### config.mk
export PLATFORM = sky130hd
export DESIGN_NAME = async_timer_flags_sync
export DESIGN_NICKNAME = d
export VERILOG_FILES = /design/src/rtl/timer_pkg.sv /design/src/rtl/slow_tick_sync.sv /design/src/rtl/async_timer_flags_sync.sv
export VERILOG_INCLUDE_DIRS = /design/src /design/src/rtl
export SDC_FILE = /design/constraint.sdc
export NUM_CORES = 1
export LEC_CHECK = 0
export ABC_CLOCK_PERIOD_IN_PS = 2300
export BUFFER_PORTS_ARGS = -buffer_cell sky130_fd_sc_hd__buf_4
export CORE_ASPECT_RATIO = 0.6
export CORE_UTILIZATION = 30
export CTS_CLUSTER_SIZE = 28
export DETAILED_ROUTE_END_ITERATION = 10
export PLACE_DENSITY = 0.57
export SLEW_MARGIN = 20
export SYNTH_ARGS = -nofsm -noshare
export SYNTH_HDL_FRONTEND = slang
export SYNTH_SLANG_ARGS = --single-unit
### constraint.sdc
create_clock -name mclk -period 2.3 [get_ports mclk]
set_input_delay 0 -clock mclk [delete_from_list [all_inputs] [get_ports mclk]]
set_output_delay 0 -clock mclk [all_outputs]
set_load 0.02 [all_outputs]
### src/rtl/timer_consts.svh
// Register indices, field positions, reset values and counts of the timer.
`ifndef TIMER_CONSTS_SVH
`define TIMER_CONSTS_SVH

`define ADDR_W          10
`define IDX_W           8
`define DATA_W          32
`define BYTE_W          8

`define IDX_CTL_A       8'hB0
`define IDX_CTL_B       8'hB1
`define IDX_COUNTER     8'hB2
`define IDX_CMP_A       8'hB3
`define IDX_CMP_B       8'hB4
`define IDX_ASYNC       8'hB6
`define IDX_MASK        8'h70
`define IDX_FLAGS       8'h38
`define IDX_GTC         8'h43

`define RESET_BYTE      8'h00
`define CTL_B_WMASK     8'h0F
`define MASK_WMASK      8'h07
`define MAX_VALUE       8'hFF
`define BOTTOM_VALUE    8'h00
`define ONE_BYTE        8'h01

`define GTC_TSM         7
`define GTC_PSR         1
`define ASY_EXTERNAL_CLOCK_ENABLE       6
`define ASY_AS2         5
`define FLAG_OVF        0
`define FLAG_CMPA       1
`define FLAG_CMPB       2
`define NUM_FLAGS       3
`define WGM_HI_BIT      3
`define CS_MSB          2

`define SLOT_CTL_B      3'h0
`define SLOT_CTL_A      3'h1
`define SLOT_CMP_B      3'h2
`define SLOT_CMP_A      3'h3
`define SLOT_COUNTER    3'h4
`define SLOT_NONE       3'h5
`define NUM_SLOTS       5

`define PRE_W           10
`define PRE_DIV8_MSB    2
`define PRE_DIV32_MSB   4
`define PRE_DIV64_MSB   5
`define PRE_DIV128_MSB  6
`define PRE_DIV256_MSB  7
`define PRE_DIV1024_MSB 9

`endif

### src/rtl/timer_pkg.sv
// Types shared by the timer design files.
package timer_pkg;

  typedef enum logic [1:0] {
    BUS_IDLE = 2'h1,
    BUS_ACK  = 2'h0
  } bus_state_type;

  typedef enum logic [2:0] {
    WGM_NORMAL    = 3'h0,
    WGM_PC_MAX    = 3'h1,
    WGM_CTC       = 3'h2,
    WGM_FAST_MAX  = 3'h3,
    WGM_RSVD_A    = 3'h4,
    WGM_PC_CMPA   = 3'h5,
    WGM_RSVD_B    = 3'h6,
    WGM_FAST_CMPA = 3'h7
  } wave_mode_type;

endpackage

### src/rtl/slow_tick_sync.sv
// Synchroniser that turns rising edges of the slow oscillator pin into ticks.
`timescale 1ns/1ps
module slow_tick_sync (
  // Clock, reset and enable.
  input  wire logic mclk,
  input  wire logic reset_n,
  input  wire logic ce,
  // Slow oscillator pin and tick out.
  input  wire logic slow_osc_input_pin,
  output logic      slow_tick
);

  logic sync1_reg;
  logic sync2_reg;
  logic prev_reg;
  logic sync1_next;
  logic sync2_next;
  logic prev_next;

  always_comb begin
    sync1_next = sync1_reg;
    sync2_next = sync2_reg;
    prev_next  = prev_reg;
    if (ce) begin
      sync1_next = slow_osc_input_pin;
      sync2_next = sync1_reg;
      prev_next  = sync2_reg;
    end
  end

  always_ff @(posedge mclk) begin
    if (!reset_n) begin
      sync1_reg <= 1'b0;
      sync2_reg <= 1'b0;
      prev_reg  <= 1'b0;
    end else begin
      sync1_reg <= sync1_next;
      sync2_reg <= sync2_next;
      prev_reg  <= prev_next;
    end
  end

  // Only the second stage and its delayed copy feed the edge detector.
  assign slow_tick = ce & sync2_reg & ~prev_reg;

endmodule

### src/rtl/async_timer_flags_sync.sv
// Timer flags, asynchronous status and update logic behind an Avalon slave.
// Behaviour
// - Compare B flag sets on match with compare B; clears by vector or one.
// - Compare A flag sets on match with compare A; clears by vector or one.
// - Compare interrupt only with global enable, channel enable and flag set.
// - Overflow flag sets on overflow; clears by vector or written one.
// - Phase correct modes set overflow flag on turning at bottom.
// - Overflow interrupt only with global enable, its enable and flag set.
// - Top bit of the asynchronous status register always reads zero.
// - External clock bit with async selects pin clock; crystal runs when clear.
// - Async select low clocks from system clock, high from slow pin.
// - Async counter write sets busy; cleared once counter is loaded.
// - Async compare write sets its busy; cleared once register is loaded.
// - Async control write sets its busy; cleared once register is loaded.
// - Counter reads live value; compare and control read holding registers.
// - Writing one to prescaler reset resets prescaler; bit normally self-clears.
// - In async mode the reset bit stays until slow-domain reset happens.
// - With synchronization mode set, hardware never clears prescaler reset.
// - Mask bits 0, 1, 2 enable overflow, compare A, compare B.
`timescale 1ns/1ps
`include "timer_consts.svh"
module async_timer_flags_sync (
  // Clock, reset and enable.
  input  wire logic                 mclk,
  input  wire logic                 reset_n,
  input  wire logic                 ce,
  // Avalon-MM slave.
  input  wire logic [`ADDR_W-1:0]   address,
  input  wire logic                 read,
  input  wire logic                 write,
  input  wire logic [`DATA_W-1:0]   writedata,
  input  wire logic [3:0]           byteenable,
  output logic      [`DATA_W-1:0]   readdata,
  output logic                      waitrequest,
  // Processor side.
  input  wire logic                 global_int_enable,
  input  wire logic                 overflow_vector_ack,
  input  wire logic                 compare_a_vector_ack,
  input  wire logic                 compare_b_vector_ack,
  output logic                      overflow_irq,
  output logic                      compare_a_irq,
  output logic                      compare_b_irq,
  // Slow oscillator.
  input  wire logic                 slow_osc_input_pin,
  output logic                      crystal_osc_enable,
  output logic                      ext_clock_buffer_enable
);

  timer_pkg::bus_state_type bus_state_reg;
  timer_pkg::bus_state_type bus_state_next;
  logic [`DATA_W-1:0]   readdata_reg;
  logic [`DATA_W-1:0]   readdata_next;
  logic [`BYTE_W-1:0]   hold_reg [`NUM_SLOTS];
  logic [`BYTE_W-1:0]   hold_next [`NUM_SLOTS];
  logic [`BYTE_W-1:0]   act_reg [`NUM_SLOTS];
  logic [`BYTE_W-1:0]   act_next [`NUM_SLOTS];
  logic [`NUM_SLOTS-1:0] busy_reg;
  logic [`NUM_SLOTS-1:0] busy_next;
  logic                 external_clock_enable_reg;
  logic                 external_clock_enable_next;
  logic                 as2_reg;
  logic                 as2_next;
  logic                 tsm_reg;
  logic                 tsm_next;
  logic                 psr_reg;
  logic                 psr_next;
  logic [`PRE_W-1:0]    pre_reg;
  logic [`PRE_W-1:0]    pre_next;
  logic                 down_reg;
  logic                 down_next;
  logic                 block_reg;
  logic                 block_next;
  logic [`NUM_FLAGS-1:0] flag_reg;
  logic [`NUM_FLAGS-1:0] flag_next;
  logic [`NUM_FLAGS-1:0] mask_reg;
  logic [`NUM_FLAGS-1:0] mask_next;
  logic [`NUM_FLAGS-1:0] irq_reg;
  logic [`NUM_FLAGS-1:0] irq_next;
  logic                 xtal_reg;
  logic                 xtal_next;
  logic                 extbuf_reg;
  logic                 extbuf_next;
  logic                 slow_tick;

  slow_tick_sync u_slow_tick_sync (
    .mclk               (mclk),
    .reset_n            (reset_n),
    .ce                 (ce),
    .slow_osc_input_pin (slow_osc_input_pin),
    .slow_tick          (slow_tick)
  );

  // Maps a register index to its holding slot.
  function automatic logic [2:0] slot_of(input logic [`IDX_W-1:0] idx);
    case (idx)
      `IDX_CTL_B:   slot_of = `SLOT_CTL_B;
      `IDX_CTL_A:   slot_of = `SLOT_CTL_A;
      `IDX_CMP_B:   slot_of = `SLOT_CMP_B;
      `IDX_CMP_A:   slot_of = `SLOT_CMP_A;
      `IDX_COUNTER: slot_of = `SLOT_COUNTER;
      default:      slot_of = `SLOT_NONE;
    endcase
  endfunction

  // True when the prescaler has reached the tap the clock select asks for.
  function automatic logic pre_hit(input logic [`CS_MSB:0] cs,
                                   input logic [`PRE_W-1:0] pre);
    case (cs)
      3'h1:    pre_hit = 1'b1;
      3'h2:    pre_hit = &pre[`PRE_DIV8_MSB:0];
      3'h3:    pre_hit = &pre[`PRE_DIV32_MSB:0];
      3'h4:    pre_hit = &pre[`PRE_DIV64_MSB:0];
      3'h5:    pre_hit = &pre[`PRE_DIV128_MSB:0];
      3'h6:    pre_hit = &pre[`PRE_DIV256_MSB:0];
      3'h7:    pre_hit = &pre[`PRE_DIV1024_MSB:0];
      default: pre_hit = 1'b0;
    endcase
  endfunction

  logic [`IDX_W-1:0]     idx;
  logic [2:0]            slot;
  logic                  wr_fire;
  logic                  base_tick;
  logic                  timer_tick;
  timer_pkg::wave_mode_type wgm;
  logic [`BYTE_W-1:0]    top;
  logic [`BYTE_W-1:0]    cnt;
  logic                  phase_correct;
  logic [`NUM_FLAGS-1:0] flag_set;
  logic [`NUM_FLAGS-1:0] flag_clr;
  logic [`BYTE_W-1:0]    wbyte;
  logic [`BYTE_W-1:0]    rbyte;

  assign idx   = address[`ADDR_W-1:2];
  assign slot  = slot_of(idx);
  assign wbyte = writedata[`BYTE_W-1:0];
  // A write takes effect at the edge where waitrequest is seen low.
  assign wr_fire = write & byteenable[0] & (bus_state_reg == timer_pkg::BUS_ACK);
  assign base_tick  = as2_reg ? slow_tick : 1'b1;
  assign timer_tick = base_tick & ~psr_reg &
                      pre_hit(act_reg[`SLOT_CTL_B][`CS_MSB:0], pre_reg);
  assign wgm = timer_pkg::wave_mode_type'({act_reg[`SLOT_CTL_B][`WGM_HI_BIT],
                                          act_reg[`SLOT_CTL_A][1:0]});
  assign cnt = act_reg[`SLOT_COUNTER];
  assign phase_correct = (wgm == timer_pkg::WGM_PC_MAX) ||
                         (wgm == timer_pkg::WGM_PC_CMPA);
  assign top = ((wgm == timer_pkg::WGM_CTC) || (wgm == timer_pkg::WGM_PC_CMPA) ||
                (wgm == timer_pkg::WGM_FAST_CMPA)) ?
               act_reg[`SLOT_CMP_A] : `MAX_VALUE;

  // Read mux, also the source of the registered read data.
  always_comb begin
    rbyte = `RESET_BYTE;
    case (idx)
      `IDX_COUNTER: rbyte = cnt;
      `IDX_CTL_A, `IDX_CTL_B, `IDX_CMP_A, `IDX_CMP_B:
        rbyte = hold_reg[slot];
      `IDX_ASYNC: begin
        rbyte = `RESET_BYTE;
        rbyte[`ASY_EXTERNAL_CLOCK_ENABLE] = external_clock_enable_reg;
        rbyte[`ASY_AS2]   = as2_reg;
        rbyte[`NUM_SLOTS-1:0] = busy_reg;
      end
      `IDX_MASK:  rbyte[`NUM_FLAGS-1:0] = mask_reg;
      `IDX_FLAGS: rbyte[`NUM_FLAGS-1:0] = flag_reg;
      `IDX_GTC: begin
        rbyte[`GTC_TSM] = tsm_reg;
        rbyte[`GTC_PSR] = psr_reg;
      end
      default: rbyte = `RESET_BYTE;
    endcase
  end

  // Bus handshake: one wait cycle, then the answer.
  always_comb begin
    bus_state_next = bus_state_reg;
    readdata_next  = readdata_reg;
    case (bus_state_reg)
      timer_pkg::BUS_IDLE: begin
        if (read || write) begin
          bus_state_next = timer_pkg::BUS_ACK;
          readdata_next  = {{(`DATA_W-`BYTE_W){1'b0}}, rbyte};
        end
      end
      timer_pkg::BUS_ACK: bus_state_next = timer_pkg::BUS_IDLE;
      default: bus_state_next = timer_pkg::BUS_IDLE;
    endcase
  end

  // Holding registers, active registers, busy bits and the counter.
  always_comb begin
    logic [`BYTE_W-1:0] c;
    c = cnt;
    hold_next  = hold_reg;
    act_next   = act_reg;
    busy_next  = busy_reg;
    down_next  = down_reg;
    block_next = block_reg;
    flag_set   = '0;
    if (timer_tick) begin
      block_next = 1'b0;
      if (!block_reg) begin
        flag_set[`FLAG_CMPA] = (c == act_reg[`SLOT_CMP_A]);
        flag_set[`FLAG_CMPB] = (c == act_reg[`SLOT_CMP_B]);
      end
      if (phase_correct) begin
        if (!down_reg) begin
          if (c == top) begin
            down_next = 1'b1;
            c = c - `ONE_BYTE;
          end else begin
            c = c + `ONE_BYTE;
          end
        end else if (c == `BOTTOM_VALUE) begin
          down_next = 1'b0;
          flag_set[`FLAG_OVF] = 1'b1;
          c = c + `ONE_BYTE;
        end else begin
          c = c - `ONE_BYTE;
        end
      end else begin
        down_next = 1'b0;
        flag_set[`FLAG_OVF] = (wgm == timer_pkg::WGM_FAST_CMPA) ?
                              (c == top) : (c == `MAX_VALUE);
        c = (c == top) ? `BOTTOM_VALUE : c + `ONE_BYTE;
      end
    end
    act_next[`SLOT_COUNTER] = c;
    // Transfers wait for a synchronised slow tick before busy clears.
    for (int i = 0; i < `NUM_SLOTS; i++) begin
      if (busy_reg[i] && slow_tick) begin
        act_next[i]  = hold_reg[i];
        busy_next[i] = 1'b0;
        if (i == `SLOT_COUNTER) begin
          block_next = 1'b1;
        end
      end
    end
    if (wr_fire && (slot != `SLOT_NONE)) begin
      hold_next[slot] = (slot == `SLOT_CTL_B) ? (wbyte & `CTL_B_WMASK) : wbyte;
      if (as2_reg) begin
        busy_next[slot] = 1'b1;
      end else begin
        act_next[slot] = hold_next[slot];
        if (slot == `SLOT_COUNTER) begin
          block_next = 1'b1;
        end
      end
    end
  end

  // Status, prescaler, flags, masks and interrupt outputs.
  always_comb begin
    external_clock_enable_next = external_clock_enable_reg;
    as2_next   = as2_reg;
    tsm_next   = tsm_reg;
    psr_next   = psr_reg;
    mask_next  = mask_reg;
    pre_next   = pre_reg;
    if (base_tick) begin
      if (psr_reg) begin
        pre_next = '0;
        if (!tsm_reg) begin
          psr_next = 1'b0;
        end
      end else begin
        pre_next = pre_reg + 1'b1;
      end
    end
    flag_clr = '0;
    flag_clr[`FLAG_OVF]  = overflow_vector_ack;
    flag_clr[`FLAG_CMPA] = compare_a_vector_ack;
    flag_clr[`FLAG_CMPB] = compare_b_vector_ack;
    if (wr_fire) begin
      case (idx)
        `IDX_ASYNC: begin
          external_clock_enable_next = wbyte[`ASY_EXTERNAL_CLOCK_ENABLE];
          as2_next   = wbyte[`ASY_AS2];
        end
        `IDX_MASK:  mask_next = wbyte[`NUM_FLAGS-1:0];
        `IDX_FLAGS: flag_clr = flag_clr | wbyte[`NUM_FLAGS-1:0];
        `IDX_GTC: begin
          tsm_next = wbyte[`GTC_TSM];
          if (wbyte[`GTC_PSR]) begin
            psr_next = 1'b1;
          end
        end
        default: ;
      endcase
    end
    // A set in the same cycle as a clear keeps the flag.
    flag_next = (flag_reg & ~flag_clr) | flag_set;
    irq_next  = {`NUM_FLAGS{global_int_enable}} & mask_reg & flag_next;
    xtal_next   = as2_reg & ~external_clock_enable_reg;
    extbuf_next = as2_reg & external_clock_enable_reg;
  end

  always_ff @(posedge mclk) begin
    if (!reset_n) begin
      bus_state_reg <= timer_pkg::BUS_IDLE;
      readdata_reg  <= '0;
      for (int i = 0; i < `NUM_SLOTS; i++) begin
        hold_reg[i] <= `RESET_BYTE;
        act_reg[i]  <= `RESET_BYTE;
      end
      busy_reg   <= '0;
      external_clock_enable_reg  <= 1'b0;
      as2_reg    <= 1'b0;
      tsm_reg    <= 1'b0;
      psr_reg    <= 1'b0;
      pre_reg    <= '0;
      down_reg   <= 1'b0;
      block_reg  <= 1'b0;
      flag_reg   <= '0;
      mask_reg   <= '0;
      irq_reg    <= '0;
      xtal_reg   <= 1'b0;
      extbuf_reg <= 1'b0;
    end else if (ce) begin
      bus_state_reg <= bus_state_next;
      readdata_reg  <= readdata_next;
      hold_reg   <= hold_next;
      act_reg    <= act_next;
      busy_reg   <= busy_next;
      external_clock_enable_reg  <= external_clock_enable_next;
      as2_reg    <= as2_next;
      tsm_reg    <= tsm_next;
      psr_reg    <= psr_next;
      pre_reg    <= pre_next;
      down_reg   <= down_next;
      block_reg  <= block_next;
      flag_reg   <= flag_next;
      mask_reg   <= mask_next;
      irq_reg    <= irq_next;
      xtal_reg   <= xtal_next;
      extbuf_reg <= extbuf_next;
    end
  end

  assign readdata    = readdata_reg;
  // The idle state carries a one in bit 0, so waitrequest is a flop bit.
  assign waitrequest = bus_state_reg[0];
  assign overflow_irq  = irq_reg[`FLAG_OVF];
  assign compare_a_irq = irq_reg[`FLAG_CMPA];
  assign compare_b_irq = irq_reg[`FLAG_CMPB];
  assign crystal_osc_enable      = xtal_reg;
  assign ext_clock_buffer_enable = extbuf_reg;

endmodule

==> results.cfg, run 1 <==
[hold_path]
whs_path_depth = 4
holdCritStartpoint = compare_b_vector_ack
hold_class = in2reg

[logic_synthesis]
synth_xor_xnor_area_share = 0.0331
synth_top_family_by_area = compound AO/OA/AOI/OAI gates
synth_edf_count = 0
syn_inst = 806
ys_ff_latch = 114
synth_flop_cell = dfxtp_1
synth.avg_cell_area_um2 = 8.20
yosysSeqAreaShare = 0.345
async_flop_share = 0
yosys.area_share.adder = 0.00947
yosys.area_share.simple = 0.232
synth-compound-area-share = 0.244
ys_warn_count = 0
synthMuxAreaShare = 0.0697
synth_area_mm2 = 0.00661
synth_cell_type_count = 77

[cells_and_area]
fin_util = 0.398
largest_register_ffs = 40
multi_input_area_mm2 = 0.00412
num-fill-cells = 2182
fin_nets = 971
layout_common_cells = buf_4 (120), dfxtp_1 (112), nand2_1 (98)
final_common_cell = buf_4
post-route-cell-area_mm2 = 0.00846
seq_area_mm2 = 0.00228
area_growth_pct = 28.1
n_antenna_cell = 0
drive_gt1_frac = 0.220

[global_routing]
grtUsageMet2 = 0.283
grt_max_degree = 69
grt_use_met1 = 0.330
gr-usage-all-layers = 0.216
use_met3 = 0.0728
grt_antenna_before_repair = 0
grt_pass1_vias = 6074
grt_busiest_layer = met1
grt-ovfl-total = 0
grt_pass1_wl_um = 36900

[critical_path]
cp_cell_sequence = ha_4 -> and3_4 -> ha_4 -> and3b_2 -> a2111oi_4 -> a32oi_4 -> or4_4 -> nor4b_2 -> nand3b_1
cp-end-kind = flop
critPathSlowestCell = or4_4
startpoint = pre_reg[1]
crit_arrival_ps = 2730
r2r-start = pre_reg[1]
cp_top_family = simple AND/OR/NAND/NOR gates
cp_num_buf_inv = 0
crit_type = reg2reg
critPathMaxFanout = 4
critPathMostFrequentCell = ha_4
worst_ep_required_time_ps = 2660
rr_worst_depth = 9
startpoint_type = flop
cp.depth = 9
max_stage_delay_ps = 550

[place]
gp_congestion = 0.930
io_buffers = 40
dp_hpwl_um = 18000
post_dp_cell_area_mm2 = 0.00763
dp_slack_ps = -69.8

[timing]
worst_slack_ps = -71.1
tightest_slew_ps = 624
slew_headroom = 0.580
rsz0062_at_grt = yes
setup_viol = 3
fin_tns_setup_ps = -139
post-route-period-util = 1.03
finalMaxSlewViolations = 0
post-route-min-period_ps = 2370
fmax_mhz = 422
whs_ps = 7.04
hold_viol = 0
fin_skew_ps = 11.8

[clocking]
cts_sinks = 114
clkSlewWorstSetupHoldPaths_ps = 70
cts_tree = built
clock_latency_ps = 420
cts_buffers = 17
cts_root_buf = clkbuf_16
cts-htree-levels = 4
clockBufferDepth = 2

[die]
initial_core_util = 0.310
num_rows = 41
io_pins = 94
die_x_um = 194
die_area_mm2 = 0.0226
core-area_mm2 = 0.0213
die_h_um = 117

[power]
worst_ir_drop_vdd_uv = 548
power_density_mw_per_mm2 = 609
p_leak_uw = 0.00309

[route]
dr.pass1.iters = 5
drtIter0Drc = 615
ant_nets = 0
drcViolationCount = 0
viasPerCell = 5.45
wire_per_inst_um = 20.1
drt-total-wl_um = 24200
vias = 6556

[status]
status = complete, but fails checks
violations = negative setup slack

[job]
drv_cap = 0
-- Yosys cell counts, types with 9 or more instances --
cell type | n | area, um^2
mux2i_1 | 40 | 400
inv_1 | 13 | 48.8
buf_4 | 25 | 188
clkbuf_1 | 33 | 124
nor2b_1 | 43 | 269
o31ai_1 | 19 | 143
nor2_1 | 40 | 150
nand3_1 | 29 | 145
buf_2 | 9 | 45.0
o21ai_0 | 45 | 225
dfxtp_1 | 114 | 2280
nand2_1 | 98 | 368
xnor2_1 | 23 | 201
nor3_1 | 16 | 80.1
a21boi_0 | 23 | 173
a22oi_1 | 12 | 90.1
nand4_1 | 9 | 56.3
a21oi_1 | 55 | 275
-- stage by stage --
step                cells  total power [uW]
floorplan             829              2290
global placement     1159              2420
detailed placement   1159              2420
CTS                  1202              5160
global route         1202              5300
finish               1202              5150
-- repair_timing --
item	in CTS	in global routing
gates resized for setup	4	20
hold buffers	11	0
buffers inserted	0	0
pin swaps	1	4
endpoints found under the setup margin	5	13
hold endpoints to repair	46	0
gates cloned	0	0
-- per-layer routing --
metal,vias up,routed length [um]
met2,331,8980
met4,0,123
met1,3105,12200
met5,-,0
met3,13,2820
li1,3107,-
-- path summary, 6_finish.rpt --
check	end	slack, ps
min reg2reg	irq_reg[0]	450
min	flag_reg[2]	7
max	cnt[1]	-70
max reg2reg	cnt[1]	-70
-- power by group --
group / internal (uW) / switching, uW
clock: 1630 / 1120
combinational: 145 / 254
sequential: 1990 / 13.4
-- area by class of cell --
cell class,instances,area share
flip-flops and latches,114,0.270
repair buffers,134,0.126
multi-input cells,630,0.487
well taps,279,0.0412
inverters,13,0.00577
clock buffers,17,0.0503
clock inverters,15,0.0203
-- kinds of logic (layout without fill, tap and decap cells) --
family	after synthesis	count (layout)
AOI/OAI and AO/OA	235	235
xor gates and xnor gates	25	25
other	1	24
adders and majority gates	5	5
buffers and inverters	85	179
muxes	45	45
and+or+nand+nor	296	296
DFF	114	114
-- worst reg2reg max path, stage by stage, from the launching register on --
cell       delay, ps
dfxtp_2          350
ha_4             130
and3_4           200
ha_4             110
and3b_2          210
a2111oi_4        260
a32oi_4          140
or4_4            550
nor4b_2          240
nand3b_1         130
(Power assumes the default switching activity.)
==> inputs of run 2 (changes only) <==
--- a/config.mk
+++ b/config.mk
@@ -13,6 +13,7 @@
 export CTS_CLUSTER_SIZE = 28
 export DETAILED_ROUTE_END_ITERATION = 10
 export PLACE_DENSITY = 0.57
+export REMOVE_ABC_BUFFERS = 1
 export SLEW_MARGIN = 20
 export SYNTH_ARGS = -nofsm -noshare
 export SYNTH_HDL_FRONTEND = slang
==> constraint.sdc (replaced) <==
create_clock -name mclk -period 2.3 [get_ports mclk]
set_input_delay 0.46 -clock mclk [delete_from_list [all_inputs] [get_ports mclk]]
set_output_delay 0.46 -clock mclk [all_outputs]
set_load 0.02 [all_outputs]
==> results.cfg, run 2 (same netlist as run 1, synthesis figures left out) <==
[route]
wire_per_inst_um = 20.2
viasPerCell = 5.53
drcViolationCount = 0
drtIter0Drc = 743
ant_nets = 0
drt-total-wl_um = 25000
vias = 6838
dr.pass1.iters = 6

[clocking]
clockBufferDepth = 2
ctsHoldBuffers = 0
cts-htree-levels = 4
cts_tree = built
cts_buffers = 17
cts_root_buf = clkbuf_16
clkSlewWorstSetupHoldPaths_ps = 60
cts_sinks = 114
clock_latency_ps = 420

[global_routing]
grt_max_degree = 79
grt_pass1_vias = 6062
grt-ovfl-total = 0
grt_pass1_wl_um = 37200
grt_antenna_before_repair = 0
gr-usage-all-layers = 0.221

[cells_and_area]
area_growth_pct = 31.7
n_antenna_cell = 0
num-fill-cells = 2157
fin_util = 0.409
fin_nets = 1006
layout_common_cells = buf_4 (163), dfxtp_1 (110), nand2_1 (98)
drive_gt1_frac = 0.260
largest_register_ffs = 40
final_common_cell = buf_4

[critical_path]
cp-end-kind = flop
critPathMaxFanout = 4
worst_ep_required_time_ps = 2660
startpoint_type = flop
crit_arrival_ps = 2720
crit_type = reg2reg

[hold_path]
hold_class = in2reg

[die]
die_h_um = 117
initial_core_util = 0.310
num_rows = 41
die_area_mm2 = 0.0226
io_pins = 94
die_x_um = 194
core-area_mm2 = 0.0213

[timing]
post-route-min-period_ps = 2360
setup_viol = 3
finalMaxSlewViolations = 0
fin_skew_ps = 13.9
worst_slack_ps = -56.2
rsz0062_at_grt = yes
post-route-period-util = 1.02
hold_viol = 0
fmax_mhz = 424
slew_headroom = 0.544
tightest_slew_ps = 684

[power]
worst_ir_drop_vdd_uv = 540
p_leak_uw = 0.00325
power_density_mw_per_mm2 = 587
total_power_uw = 5100

[status]
violations = negative setup slack
status = complete, but fails checks

[place]
dp_hpwl_um = 18800
gp_congestion = 0.999
io_buffers = 40

[job]
drv_cap = 0
## run 2: cell types whose count changed in the layout (fill, tap and decap cells not counted), sizes merged
cell | previous run | this run
buf | 123 | 169
dlygate4sd3 | 11 | 0
inv | 20 | 13
clkbuf | 17 | 20
clkinvlp | 0 | 2
bufinv | 2 | 3
## run 2: repair_timing
| item | in CTS | in global routing |
|---|---|---|
| pin swaps | 9 | 7 |
| gates resized for setup | 13 | 22 |
| buffers inserted | 2 | 4 |
| setup endpoints to repair | 13 | 16 |
## run 2: where the power goes
| part | switching (uW) | internal, uW | total, uW |
|---|---|---|---|
| clock | 986 | 1690 | 2670 |
| combinational | 269 | 156 | 424 |
| sequential | 13.9 | 1990 | 2010 |
## run 2: critical path, cell delays in order, from the launching register on
cell and delay [ps]:
dfxtp_2 350, ha_4 140, and3_4 190, ha_4 110, and3b_2 210, a2111oi_4 200
a32oi_2 160, or4_4 540, nor4b_2 260, nand3b_1 130
## run 2: worst paths after layout
kind | from | to | slack, ps | depth (start not counted)
max | pre_reg[1] | cnt[1] | -60 | 9
min | slow_osc_input_pin | u_slow_tick_sync.sync1_reg | 320 | 3
max reg2reg | pre_reg[1] | cnt[1] | -60 | 9
min reg2reg | irq_reg[2] | irq_reg[2] | 460 | 2
## run 2: per-stage QoR
stage	worst slack (ps)	TNS [ps]	cell area, um^2	hold slack (ps)	cells
5_1_grt	-135	-337	8700	329	1236
3_3_place_gp	-235	-5700	7950	437	1200
3_5_place_dp	-300	-6320	7950	451	1200
6_report	-56.2	-86.5	8700	318	1236
2_1_floorplan	-494	-3700	6310	444	757
4_1_cts	-65.8	-165	8600	312	1233
## run 2: cell type report
class / count / area (um^2) / area share
inverter: 13 / 48.8 / 0.00561
clock buffer: 20 / 437 / 0.0502
timing repair buffer: 169 / 1330 / 0.152
sequential: 114 / 2290 / 0.263
tap: 279 / 349 / 0.0401
clock inverter: 11 / 139 / 0.0160
multi-input combinational: 630 / 4110 / 0.473
## run 2: layer usage
layer	share of wire	up-vias	track usage
li1	-	3190	-
met1	0.52	3307	0.351
met2	0.36	322	0.270
met3	0.11	19	0.0762
met4	0.0076	0	0.0416
met5	0	-	0
==> inputs of run 3 (changes only) <==
--- a/config.mk
+++ b/config.mk
@@ -10,6 +10,7 @@
 export BUFFER_PORTS_ARGS = -buffer_cell sky130_fd_sc_hd__buf_4
 export CORE_ASPECT_RATIO = 0.6
 export CORE_UTILIZATION = 30
+export CTS_BUF_LIST = sky130_fd_sc_hd__clkbuf_8
 export CTS_CLUSTER_SIZE = 28
 export DETAILED_ROUTE_END_ITERATION = 10
 export PLACE_DENSITY = 0.57
==> results.cfg, run 3 (same netlist as run 1, synthesis figures left out) <==
[die]
die_h_um = 117
initial_core_util = 0.310
num_rows = 41
die_area_mm2 = 0.0226
core-area_mm2 = 0.0213
io_pins = 94
die_x_um = 194

[route]
viasPerCell = 5.48
drt-total-wl_um = 24800
drcViolationCount = 0
wire_per_inst_um = 20.1
wl_met3_um = 3040
dr.pass1.iters = 5
ant_nets = 0
top_layer_used = met4
met2_length_um = 8850
vias = 6766
drtIter0Drc = 775
wl_met1_um = 12700

[critical_path]
crit_arrival_ps = 2730
critPathMaxFanout = 4
startpoint_type = flop
reg2reg_to = cnt[1]
worst_ep_required_time_ps = 2680
r2r-start = pre_reg[0]
crit_type = reg2reg
cp-end-kind = flop
rr_worst_depth = 9
ff2ff_setup_slack_ps = -40

[cells_and_area]
largest_register_ffs = 40
area_growth_pct = 28.0
drive_gt1_frac = 0.254
n_antenna_cell = 0
seq_area_mm2 = 0.00229
fin_nets = 1005
num-fill-cells = 2186
final_common_cell = buf_4
layout_common_cells = buf_4 (164), dfxtp_1 (110), nand2_1 (98)
multi_input_area_mm2 = 0.00408

[clocking]
cts_tree = built
cts_buffers = 17
clkSlewWorstSetupHoldPaths_ps = 90
clockBufferDepth = 2
ctsHoldBuffers = 0
cts_sinks = 114
cts-htree-levels = 4
clock_latency_ps = 460
cts_root_buf = clkbuf_8

[timing]
finalMaxSlewViolations = 0
post-route-period-util = 1.02
fin_tns_setup_ps = -77.8
fmax_mhz = 426
fin_skew_ps = 25.2
hold_viol = 0
worst_slack_ps = -44.8
rsz0062_at_grt = yes
setup_viol = 2
tightest_slew_ps = 712
slew_headroom = 0.525
post-route-min-period_ps = 2340

[hold_path]
holdPathEnd = u_slow_tick_sync.sync1_reg
whs_path_depth = 3
hold_class = in2reg
holdCritStartpoint = slow_osc_input_pin

[place]
io_buffers = 40
gp_congestion = 0.999
dp_hpwl_um = 18800

[global_routing]
gr-usage-all-layers = 0.219
grt_pass1_wl_um = 37000
grt_antenna_before_repair = 0
grt-ovfl-total = 0
grt_pass1_vias = 6008
grt_max_degree = 79

[power]
worst_ir_drop_vdd_uv = 342
p_leak_uw = 0.00316
total_power_uw = 4370
power_density_mw_per_mm2 = 517

[status]
violations = negative setup slack
status = complete, but fails checks

[job]
drv_cap = 0
[run 3: cell count changes in the layout (fill, tap and decap cells not counted), sizes merged]
| cell | change |
|---|---|
| clkbuf | -3 |
| inv | +3 |
| buf | -1 |
[run 3: layout make-up]
type / count / area share
clock buffers: 17 / 0.0277
clock inverters: 14 / 0.0177
inverters: 13 / 0.00577
multi-input cells: 630 / 0.482
flip-flops and latches: 114 / 0.270
well taps: 279 / 0.0413
repair buffers: 168 / 0.155
[run 3: how the worst max path moves through the flow]
stage / start / endpoint / slack (ps) / cells after the start
floorplan: address[5] / cnt[2] / -490 / 6
global placement: address[5] / readdata[7] / -230 / 8
detailed placement: pre_reg[0] / irq_reg[1] / -300 / 9
CTS: pre_reg[0] / cnt[1] / -70 / 9
global route: pre_reg[1] / irq_reg[1] / -120 / 9
finish: pre_reg[0] / cnt[1] / -40 / 9
[run 3: critical path, stage by stage, from the launching register on]
cell and delay [ps]:
dfxtp_2 360, ha_4 130, and3_4 190, ha_4 110, and3b_2 210, a2111oi_4 200
a32oi_2 150, or4_4 530, nor4b_2 260, nand3b_1 130
[run 3: repair_timing]
item / in CTS / in global routing
pin swaps: 9 / 4
endpoints found under the setup margin: 13 / 15
resized for setup: 13 / 11
setup buffers: 2 / 2
[run 3: routing by layer]
| layer | track usage | vias up |
|---|---|---|
| met2 | 0.267 | 313 |
| met5 | 0 | - |
| met1 | 0.347 | 3256 |
| met4 | 0.0400 | 0 |
| met3 | 0.0794 | 17 |
| li1 | - | 3180 |
[run 3: per-stage QoR]
stage | utilization | worst slack (ps) | area, um^2 | instances | hold slack, ps
after floorplan | - | -494 | 6310 | 757 | 444
after global placement | 0.373 | -235 | 7950 | 1200 | 437
after detailed placement | 0.373 | -300 | 7950 | 1200 | 451
after CTS | 0.395 | -71.8 | 8410 | 1233 | 282
after global routing | 0.397 | -121 | 8460 | 1235 | 297
final | 0.397 | -44.8 | 8460 | 1235 | 293
[run 3: where the power goes]
part / total [uW] / internal, uW / switching (uW)
logic: 424 / 155 / 269
clock network: 1940 / 1040 / 900
registers: 2000 / 1990 / 14.0
total: 4370 / 3190 / 1180
